==> src/pkg/twwd_regs.svh <==
`ifndef TWWD_REGS_SVH
`define TWWD_REGS_SVH

// clock period and timing figures
`define TWWD_CLK_NS         4
`define TWWD_FAST_STEP_NS   8000
`define TWWD_SLOW_STEP_NS   64000
`define TWWD_FAST_STEP_CYC  (`TWWD_FAST_STEP_NS / `TWWD_CLK_NS)
`define TWWD_RST_STATE_NS   1000000
`define TWWD_RST_PULSE_NS   200000
`define TWWD_STARTUP_MS     500

// key codes, limits and reset values
`define TWWD_KEY_A          2'h1
`define TWWD_KEY_B          2'h2
`define TWWD_TIMER_MAX      8'hff
`define TWWD_WIN_MIN_RST    8'h40
`define TWWD_WIN_DELTA_RST  8'h40
`define TWWD_RETRY_TH_RST   4'h3
`define TWWD_RETRY_MAX      4'hf

`endif

==> src/pkg/twwd_pkg.sv <==
package twwd_pkg;

    typedef enum logic [2:0] {
        TWWD_INITIAL,
        TWWD_RUN,
        TWWD_TEST,
        TWWD_TIMED_RESET,
        TWWD_OVERRIDE
    } twwd_state_type;

    typedef struct packed {
        twwd_state_type st;
        logic [26:0]    dwell;
        logic [7:0]     timer;
        logic           key_a_seen;
        logic           key_b_seen;
        logic           tovr;
        logic           frozen;
        logic           fast;
        logic [7:0]     win_min;
        logic [7:0]     win_delta;
        logic [3:0]     retry_cnt;
        logic [3:0]     retry_th;
        logic           th_lock;
        logic           wdr;
        logic           lockout;
        logic           refresh;
        logic           violation;
        logic           tm;
        logic           arm_en;
        logic           rst_pin_n;
        logic           dis_state;
        logic           ovr_act;
    } twwd_core_type;

endpackage

==> src/pkg/twwd_step_if.sv <==
`timescale 1ns/100ps
`default_nettype none

interface twwd_step_if;
    logic clear;
    logic fast;
    logic step;
    modport ctrl (output clear, output fast, input step);
    modport gen  (input clear, input fast, output step);
endinterface

`default_nettype wire

==> src/hdl/twwd_sync.sv <==
`timescale 1ns/100ps
`default_nettype none

module twwd_sync #(
    parameter int W = 2
) (
    input  wire logic         clk_i,
    input  wire logic         rst_i,
    input  wire logic [W-1:0] d_i,
    output var  logic [W-1:0] q_o
);
    typedef struct packed {
        logic [W-1:0] s1;
        logic [W-1:0] s2;
    } twwd_sync_state_type;

    twwd_sync_state_type r;
    twwd_sync_state_type next_r;

    // first stage feeds only the second
    always_comb begin
        next_r.s1 = d_i;
        next_r.s2 = r.s1;
    end

    always_ff @(posedge clk_i) begin
        if (rst_i) begin
            r <= '0;
        end else begin
            r <= next_r;
        end
    end

    assign q_o = r.s2;
endmodule

`default_nettype wire

==> src/hdl/twwd_tick.sv <==
`timescale 1ns/100ps
`default_nettype none
`include "twwd_regs.svh"

module twwd_tick #(
    parameter int SLOW_STEP_CYC = `TWWD_SLOW_STEP_NS / `TWWD_CLK_NS
) (
    input  wire logic  clk_i,
    input  wire logic  rst_i,
    twwd_step_if.gen   bus
);
    typedef struct packed {
        logic [13:0] div;
        logic        step;
    } twwd_tick_state_type;

    twwd_tick_state_type r;
    twwd_tick_state_type next_r;
    logic [13:0]         lim;

    // 8 us or 64 us window steps
    always_comb begin
        lim = bus.fast ? 14'(`TWWD_FAST_STEP_CYC - 1) : 14'(SLOW_STEP_CYC - 1);
        next_r = r;
        next_r.step = 1'b0;
        if (bus.clear) begin
            next_r.div = 14'h0;
        end else if (r.div >= lim) begin
            next_r.div = 14'h0;
            next_r.step = 1'b1;
        end else begin
            next_r.div = r.div + 14'h1;
        end
    end

    always_ff @(posedge clk_i) begin
        if (rst_i) begin
            r <= '0;
        end else begin
            r <= next_r;
        end
    end

    assign bus.step = r.step;
endmodule

`default_nettype wire

==> src/hdl/twwd_top.sv <==
`timescale 1ns/100ps
`default_nettype none
`include "twwd_regs.svh"

// Notes on behaviour
// - mistimed service raises error and fault flag
// - initial state: no service, arming disabled
// - run state demands window-timed service
// - test state: no deploy, no lockout, flagged
// - error enters reset state for 1 ms
// - override state: no supervision, acts as run
// - machine reset returns initial, clears status
// - refresh accepted on A-B or B-A in window
// - qualified error sets latched reset flag
// - lockout latches, readable, blocks arming
// - test command: run->test, initial->override if pin
// - errors in initial and run counted in retry counter
// - retry threshold writable by host
// - threshold write blocked after run entry
// - fast 8 us steps, slow 64 us steps
// - configuration only in Init, frozen at Diag
// - override bit allows indefinite initial state
// - correct key outside window is an error
// - wrong key never raises an error
// - key pair clears timer; timer readable
// - reset pin pulsed, faults kept
// - disable pin readable, holds timer at zero, no faults
module twwd_top #(
    parameter int SLOW_STEP_CYC = `TWWD_SLOW_STEP_NS / `TWWD_CLK_NS,
    parameter int RST_STATE_CYC = `TWWD_RST_STATE_NS / `TWWD_CLK_NS,
    parameter int RST_PULSE_CYC = `TWWD_RST_PULSE_NS / `TWWD_CLK_NS,
    parameter int STARTUP_CYC   = `TWWD_STARTUP_MS * 1000000 / `TWWD_CLK_NS
) (
    // clock and reset
    input  wire logic       SYS_CLK_I,
    input  wire logic       RESET_I,
    input  wire logic       STATE_MACHINE_RESET_I,
    // key service
    input  wire logic       KEY_WRITE_I,
    input  wire logic [1:0] KEY_CODE_I,
    // commands
    input  wire logic       TEST_CMD_I,
    input  wire logic       TIMER_OVERRIDE_I,
    // configuration
    input  wire logic       OPSTATE_INIT_I,
    input  wire logic       DIAG_ENTER_I,
    input  wire logic       CFG_WRITE_I,
    input  wire logic       CFG_FAST_I,
    input  wire logic [7:0] CFG_MIN_I,
    input  wire logic [7:0] CFG_DELTA_I,
    input  wire logic       THRESH_WRITE_I,
    input  wire logic [3:0] THRESH_I,
    // pins
    input  wire logic       DISABLE_PIN_I,
    input  wire logic       TEST_PIN_HIGH_I,
    // status
    output var  logic [7:0] TIMER_VALUE_O,
    output var  logic       REFRESH_ACCEPTED_O,
    output var  logic       WINDOW_VIOLATION_O,
    output var  logic       WD_RESET_FLAG_O,
    output var  logic       TEST_MODE_FLAG_O,
    output var  logic       ARMING_LOCKOUT_O,
    output var  logic       OVERRIDE_ACTIVE_O,
    output var  logic       DISABLE_PIN_STATE_O,
    output var  logic [3:0] RETRY_COUNT_O,
    output var  logic [3:0] RETRY_THRESHOLD_O,
    output var  logic       THRESHOLD_LOCK_O,
    output var  logic       CONFIG_FROZEN_O,
    // arming and reset pin
    output var  logic       ARM_ENABLE_O,
    output var  logic       RESET_PIN_N_O
);

    ////////////////////////////////////////////////////////////////////////////

    localparam twwd_pkg::twwd_core_type CORE_RST = '{
        st:        twwd_pkg::TWWD_INITIAL,
        win_min:   `TWWD_WIN_MIN_RST,
        win_delta: `TWWD_WIN_DELTA_RST,
        retry_th:  `TWWD_RETRY_TH_RST,
        rst_pin_n: 1'b1,
        default:   '0
    };

    twwd_pkg::twwd_core_type r;
    twwd_pkg::twwd_core_type next_r;
    twwd_pkg::twwd_core_type sm;

    logic [1:0] pins_s;
    logic       dis_s;
    logic       tpin_s;
    logic       key_ab;
    logic       key_valid;
    logic       pair_done;
    logic [8:0] win_end;
    logic       in_win;
    logic       late;
    logic       err;
    logic       err_count;
    logic       tmr_clr;

    twwd_step_if step_bus ();

    ////////////////////////////////////////////////////////////////////////////

    // both pins arrive from outside the clock domain
    twwd_sync #(
        .W (2)
    ) u_sync (
        .clk_i (SYS_CLK_I),
        .rst_i (RESET_I),
        .d_i   ({DISABLE_PIN_I, TEST_PIN_HIGH_I}),
        .q_o   (pins_s)
    );

    assign dis_s  = pins_s[1];
    assign tpin_s = pins_s[0];

    twwd_tick #(
        .SLOW_STEP_CYC (SLOW_STEP_CYC)
    ) u_tick (
        .clk_i (SYS_CLK_I),
        .rst_i (RESET_I),
        .bus   (step_bus)
    );

    assign step_bus.fast  = r.fast;
    assign step_bus.clear = tmr_clr;

    ////////////////////////////////////////////////////////////////////////////

    function automatic logic [3:0] sat_inc(input logic [3:0] v);
        sat_inc = (v == `TWWD_RETRY_MAX) ? v : v + 4'h1;
    endfunction

    always_comb begin
        next_r = r;
        sm = CORE_RST;
        err = 1'b0;
        err_count = 1'b0;
        tmr_clr = 1'b0;
        next_r.refresh = 1'b0;
        next_r.violation = 1'b0;

        // any other code is a wrong key and is simply ignored
        key_ab = (KEY_CODE_I == `TWWD_KEY_A) || (KEY_CODE_I == `TWWD_KEY_B);
        key_valid = KEY_WRITE_I && key_ab;
        // second key must be the other one, either order
        pair_done = key_valid &&
                    (((KEY_CODE_I == `TWWD_KEY_A) && r.key_b_seen) ||
                     ((KEY_CODE_I == `TWWD_KEY_B) && r.key_a_seen));
        win_end = {1'b0, r.win_min} + {1'b0, r.win_delta};
        in_win = (r.timer >= r.win_min) && ({1'b0, r.timer} < win_end);
        // saturated timer also counts as late
        late = ({1'b0, r.timer} >= win_end) || (r.timer == `TWWD_TIMER_MAX);

        // config writes only in Init, frozen from Diag on
        if (CFG_WRITE_I && OPSTATE_INIT_I && !r.frozen) begin
            next_r.fast = CFG_FAST_I;
            next_r.win_min = CFG_MIN_I;
            next_r.win_delta = CFG_DELTA_I;
        end
        if (DIAG_ENTER_I) begin
            next_r.frozen = 1'b1;
        end
        // host chooses the tolerated error count
        if (THRESH_WRITE_I && !r.th_lock) begin
            next_r.retry_th = THRESH_I;
        end

        unique case (r.st)
            twwd_pkg::TWWD_INITIAL: begin
                if (TIMER_OVERRIDE_I) begin
                    next_r.tovr = 1'b1;
                end
                if (TEST_CMD_I && tpin_s) begin
                    next_r.st = twwd_pkg::TWWD_OVERRIDE;
                end else if (pair_done) begin
                    next_r.st = twwd_pkg::TWWD_RUN;
                    next_r.th_lock = 1'b1;
                    next_r.refresh = 1'b1;
                end else if (!r.tovr && !TIMER_OVERRIDE_I && !dis_s &&
                             r.dwell == 27'(STARTUP_CYC - 1)) begin
                    // host silent past the startup interval
                    err = 1'b1;
                    err_count = 1'b1;
                end
            end
            twwd_pkg::TWWD_RUN: begin
                if (TEST_CMD_I) begin
                    next_r.st = twwd_pkg::TWWD_TEST;
                end else if (dis_s) begin
                    err = 1'b0;
                end else if (key_valid && !in_win) begin
                    err = 1'b1;
                    err_count = 1'b1;
                end else if (pair_done) begin
                    next_r.refresh = 1'b1;
                end else if (late) begin
                    err = 1'b1;
                    err_count = 1'b1;
                end
            end
            twwd_pkg::TWWD_TEST: begin
                // same check as run, but errors neither count nor lock
                if (dis_s) begin
                    err = 1'b0;
                end else if (key_valid && !in_win) begin
                    err = 1'b1;
                end else if (pair_done) begin
                    next_r.refresh = 1'b1;
                    next_r.st = twwd_pkg::TWWD_RUN;
                end else if (late) begin
                    err = 1'b1;
                end
            end
            twwd_pkg::TWWD_TIMED_RESET: begin
                if (r.dwell == 27'(RST_STATE_CYC - 1)) begin
                    next_r.st = twwd_pkg::TWWD_INITIAL;
                    if (r.retry_cnt >= r.retry_th) begin
                        next_r.lockout = 1'b1;
                    end
                end
            end
            twwd_pkg::TWWD_OVERRIDE: begin
                // supervision off; arming behaves as in run
                next_r.st = twwd_pkg::TWWD_OVERRIDE;
            end
        endcase

        if (err) begin
            next_r.st = twwd_pkg::TWWD_TIMED_RESET;
            next_r.violation = 1'b1;
            next_r.wdr = 1'b1;
        end
        if (err_count) begin
            next_r.retry_cnt = sat_inc(r.retry_cnt);
        end

        // dwell times startup and the reset state; restarts per state
        if (next_r.st != r.st) begin
            next_r.dwell = 27'h0;
        end else if (dis_s && r.st == twwd_pkg::TWWD_INITIAL) begin
            next_r.dwell = 27'h0;
        end else if (r.dwell != 27'h7ffffff) begin
            next_r.dwell = r.dwell + 27'h1;
        end

        // key memory restarts after a pair or a state change
        if (pair_done || next_r.st != r.st) begin
            next_r.key_a_seen = 1'b0;
            next_r.key_b_seen = 1'b0;
        end else if (key_valid) begin
            next_r.key_a_seen = r.key_a_seen || (KEY_CODE_I == `TWWD_KEY_A);
            next_r.key_b_seen = r.key_b_seen || (KEY_CODE_I == `TWWD_KEY_B);
        end

        // window timer runs only while service is demanded
        if (!(next_r.st inside {twwd_pkg::TWWD_RUN, twwd_pkg::TWWD_TEST}) ||
            dis_s || pair_done || next_r.st != r.st) begin
            next_r.timer = 8'h0;
            tmr_clr = 1'b1;
        end else if (step_bus.step && r.timer != `TWWD_TIMER_MAX) begin
            next_r.timer = r.timer + 8'h1;
        end

        // machine reset keeps configuration, clears all status
        if (STATE_MACHINE_RESET_I) begin
            sm.fast = next_r.fast;
            sm.win_min = next_r.win_min;
            sm.win_delta = next_r.win_delta;
            sm.frozen = next_r.frozen;
            sm.retry_th = next_r.retry_th;
            next_r = sm;
            tmr_clr = 1'b1;
        end

        // registered views of the state
        next_r.tm = (next_r.st == twwd_pkg::TWWD_TEST);
        next_r.ovr_act = (next_r.st == twwd_pkg::TWWD_OVERRIDE);
        // arming only in run or override, never under lockout
        next_r.arm_en = (next_r.st inside {twwd_pkg::TWWD_RUN, twwd_pkg::TWWD_OVERRIDE}) &&
                        !next_r.lockout;
        // reset pin low from reset-state entry; flags are left alone
        next_r.rst_pin_n = !((next_r.st == twwd_pkg::TWWD_TIMED_RESET) &&
                             (next_r.dwell < 27'(RST_PULSE_CYC)));
        next_r.dis_state = dis_s;
    end

    always_ff @(posedge SYS_CLK_I) begin
        if (RESET_I) begin
            r <= CORE_RST;
        end else begin
            r <= next_r;
        end
    end

    ////////////////////////////////////////////////////////////////////////////

    assign TIMER_VALUE_O       = r.timer;
    assign REFRESH_ACCEPTED_O  = r.refresh;
    assign WINDOW_VIOLATION_O  = r.violation;
    assign WD_RESET_FLAG_O     = r.wdr;
    assign TEST_MODE_FLAG_O    = r.tm;
    assign ARMING_LOCKOUT_O    = r.lockout;
    assign OVERRIDE_ACTIVE_O   = r.ovr_act;
    assign DISABLE_PIN_STATE_O = r.dis_state;
    assign RETRY_COUNT_O       = r.retry_cnt;
    assign RETRY_THRESHOLD_O   = r.retry_th;
    assign THRESHOLD_LOCK_O    = r.th_lock;
    assign CONFIG_FROZEN_O     = r.frozen;
    assign ARM_ENABLE_O        = r.arm_en;
    assign RESET_PIN_N_O       = r.rst_pin_n;

    localparam int RST_LAST = RST_STATE_CYC - 1;
endmodule

`default_nettype wire

==> config.mk <==
export PLATFORM = sky130hd
export DESIGN_NAME = twwd_top
export DESIGN_NICKNAME = d
export VERILOG_FILES = /design/src/pkg/twwd_pkg.sv /design/src/pkg/twwd_step_if.sv /design/src/hdl/twwd_sync.sv /design/src/hdl/twwd_tick.sv /design/src/hdl/twwd_top.sv
export VERILOG_INCLUDE_DIRS = /design/src /design/src/pkg
export SDC_FILE = /design/constraint.sdc
export NUM_CORES = 1
export LEC_CHECK = 0
export ABC_AREA = 1
export BUFFER_PORTS_ARGS = -buffer_cell sky130_fd_sc_hd__buf_4
export CAP_MARGIN = 20
export CORE_MARGIN = 2
export CORE_UTILIZATION = 30
export CTS_BUF_LIST = sky130_fd_sc_hd__clkbuf_8
export CTS_CLUSTER_SIZE = 16
export DETAILED_ROUTE_END_ITERATION = 16
export GPL_ROUTABILITY_DRIVEN = 0
export PLACE_DENSITY_LB_ADDON = 0.25
export REMOVE_ABC_BUFFERS = 1
export SLEW_MARGIN = 20
export SYNTH_ARGS = -nofsm -noshare
export SYNTH_HDL_FRONTEND = slang
export SYNTH_HIERARCHICAL = 1
export SYNTH_SLANG_ARGS = --single-unit
==> constraint.sdc <==
create_clock -name SYS_CLK_I -period 10.1 [get_ports SYS_CLK_I]
set_clock_uncertainty 0.1 [all_clocks]
set_input_delay 2.02 -clock SYS_CLK_I [delete_from_list [all_inputs] [get_ports SYS_CLK_I]]
set_output_delay 2.02 -clock SYS_CLK_I [all_outputs]
set_load 0.03 [all_outputs]
==> reports/results.ini <==
[cells_and_area]
multi_input_area_um2 = 3330
instances_no_fill = 1154
final_net_count = 961
regArea_um2 = 1920
fillers = 2140
drive_gt1_share_pct = 14.6
area_growth_syn_to_layout_pct = 13.6

[sta]
worst_slew_pin_slew_ps = 729
relSlewSlack_pct = 51.2
drv_slew = 0
post-route-min-period_ps = 4590
rsz0062_at_grt = false
fmax_ghz = 0.218
min_period_over_period_pct = 45.5
setup_viol = 0
hold_viol_final = 0
fin_setup_tns_ps = 0
fin_ws_ps = 5510

[route]
drcViolationCount = 0
drt_pre_antenna_iters = 4
postRouteAntennaNets = 0
dr.first_iter.drc_count = 307
drt_wl_total_um = 14500
avgViaCountPerCell = 4.55
vias = 5245
wl_per_cell_um = 12.6

[global_route]
first_global_vias = 4969
grt_remaining_overflow = 0
grt_max_degree = 24
antenna_found_initial = 1
grt_use_total_pct = 14.8
grt_pass1_wl_um = 24500

[clock_network]
clk_pin_slew_ps = 80
cts_hold_buf = 0
clk_latency_ps = 390
cts_buffers = 9
cts_resized = 0
cts-root-buf = clkbuf_8
cts_sinks = 96
clockBufferDepth = 2
cts_setup_buffers = 0
tritoncts = built
htree_levels = 3

[placement]
dp_hpwl_um = 11200
pre_cts_ws_ps = 5090
place_inst = 1138
port_buffers = 61

[synthesis]
synth_edf_count = 0
synth_top_flop_cell = dfxtp_1
ys_ff_latch = 96
yosys.area.top_type = dfxtp_1
postSynthCellCount = 837
synthMuxAreaShare_pct = 0.169
yosysSeqAreaShare_pct = 32.5
synth_xor_area_share_pct = 5.15
synth_top_cell_area_share_pct = 32.5
synth_top_cells_by_count = nand2_1, nor2_1, inv_1
synth_compound_area_share_pct = 7.71
yosysWarnings = 6
syn_area_um2 = 5910
async_flop_share_pct = 0
synth.avg_cell_area_um2 = 7.06
synth_adder_area_share_pct = 9.02
synthTopCellsByArea = dfxtp_1, nand2_1, ha_1
synth.distinct_cells = 46
synth_top_family_by_area = simple AND/OR/NAND/NOR gates
yosys.area_share.simple_pct = 34.3
synth.most_common_cell = nand2_1

[floorplanning]
die_h_um = 144
rows = 51
start_util_pct = 30.5
ios = 62
die_w_um = 144
die_area_um2 = 20800
core_area_um2 = 19400

[power]
p_leak_uw = 0.00292
vdd_drop_max_uv = 46.8
power_density_nw_per_um2 = 108

[min_path]
whs_path_depth = 2
hold_class = reg2reg

[worst_setup_path]
required_ps = 10320
cp_common_cell = nand2_1
r2r_cells = 28
crit_chain = buf_4 > inv_1 > ha_1 > nor2_4 > nand2_2 > o22ai_4 > inv_1 > nor2_1 > nand2_1 > nand2_1 > nand2_1 > nor2_4 > nand3_1 > nand2_2 > nand3_4 > nor3_2 > nand2_1 > nor2_1 > nand3_2 > nor2_1
cp.arrival_ps = 4810
cp-start-kind = input pin
reg2reg_slack_ps = 5820
cp_max_fo = 14
path_class = in2reg
critPathCaptureType = flop
cpMaxStageDelayCell = ha_1
critical-path-max-stage-delay_ps = 310

[run]
maxCapViolCount = 0

[outcome]
status = finished, final reports clean

==> final timing paths <==
path	startpoint	end
worst max register to register	r[26]	u_tick/r[9]
worst min register to register	u_sync/next_r[1]	u_sync/q_o[1]
worst max-delay path	KEY_CODE_I[0]	u_tick/r[9]
worst min-delay path	u_sync/next_r[1]	u_sync/q_o[1]
==> placed cells by master, fill, tap and decap left out, types with 2 or more instances in the layout <==
cell type and count:
nand3_2 7, nand2_1 145, xor2_1 25, nor3_1 17, nor2_2 13, buf_4 62
inv_1 122, nor4_1 6, xnor2_1 6, xor2_2 2, inv_2 7, nor2_1 131
nand2_2 10, nor3_2 6, o21ai_1 2, nand4_1 37, nand3_1 44, and3_1 4
nor2_4 3, ha_1 41, clkinv_1 2, clkbuf_8 9, dfxtp_1 96, a21oi_1 40
o211ai_1 4, o21ai_0 27
==> area by class of cell <==
type / count / share of cell area, %
Inverter: 128 / 7.16
Clock inverter: 6 / 0.820
Antenna cell: 1 / 0.0373
Sequential cell: 96 / 28.6
Multi-Input combinational cell: 587 / 49.6
Clock buffer: 9 / 1.85
Tap cell: 265 / 4.94
Timing Repair Buffer: 62 / 6.93
==> flip-flops by register name, indices dropped and copies added, names as in the netlist, 2 cells and up <==
signal             count
TIMER_VALUE_O          8
RETRY_THRESHOLD_O      4
RETRY_COUNT_O          4
r                     49
u_tick/r              14
u_sync/next_r          2
u_sync/q_o             2
==> metal layers <==
metal | vias to the layer above | part of all wire (%) | global-route usage (%)
li1 | 2784 | - | -
met1 | 2343 | 50 | 20.0
met2 | 99 | 44 | 23.4
met3 | 19 | 4.5 | 2.45
met4 | 0 | 2.0 | 6.13
met5 | - | 0 | 0
==> critical path, delay by kind of cell <==
kind | cells | cell delay [ps]
fa+ha+maj | 1 | 310
simple gates | 15 | 1990
buf+inv | 3 | 250
compound gates | 1 | 220
==> logic make-up after synthesis <==
group	count (synthesis)
fa+ha+maj	42
flops	96
simple gates	430
buf+inv	154
compound gates	81
xor+xnor	33
mux	1
==> through the flow <==
step                hold WS [ps]  power, uW  cell area (um2)  util (%)
floorplan                    288        452             5730         -
global placement             295        482             6530      33.7
detailed placement           293        482             6530      33.7
CTS                          306        735             6710      34.6
global route                 327        760             6710      34.6
finish                       303        722             6710      34.6
==> where the power goes <==
part / total [uW] / switching, uW / internal [uW]
clock: 249 / 139 / 111
sequential: 391 / 4.85 / 386
combinational: 81.6 / 49.1 / 32.5
total: 722 / 193 / 529
Note: power is estimated with default switching activity, not from simulation.
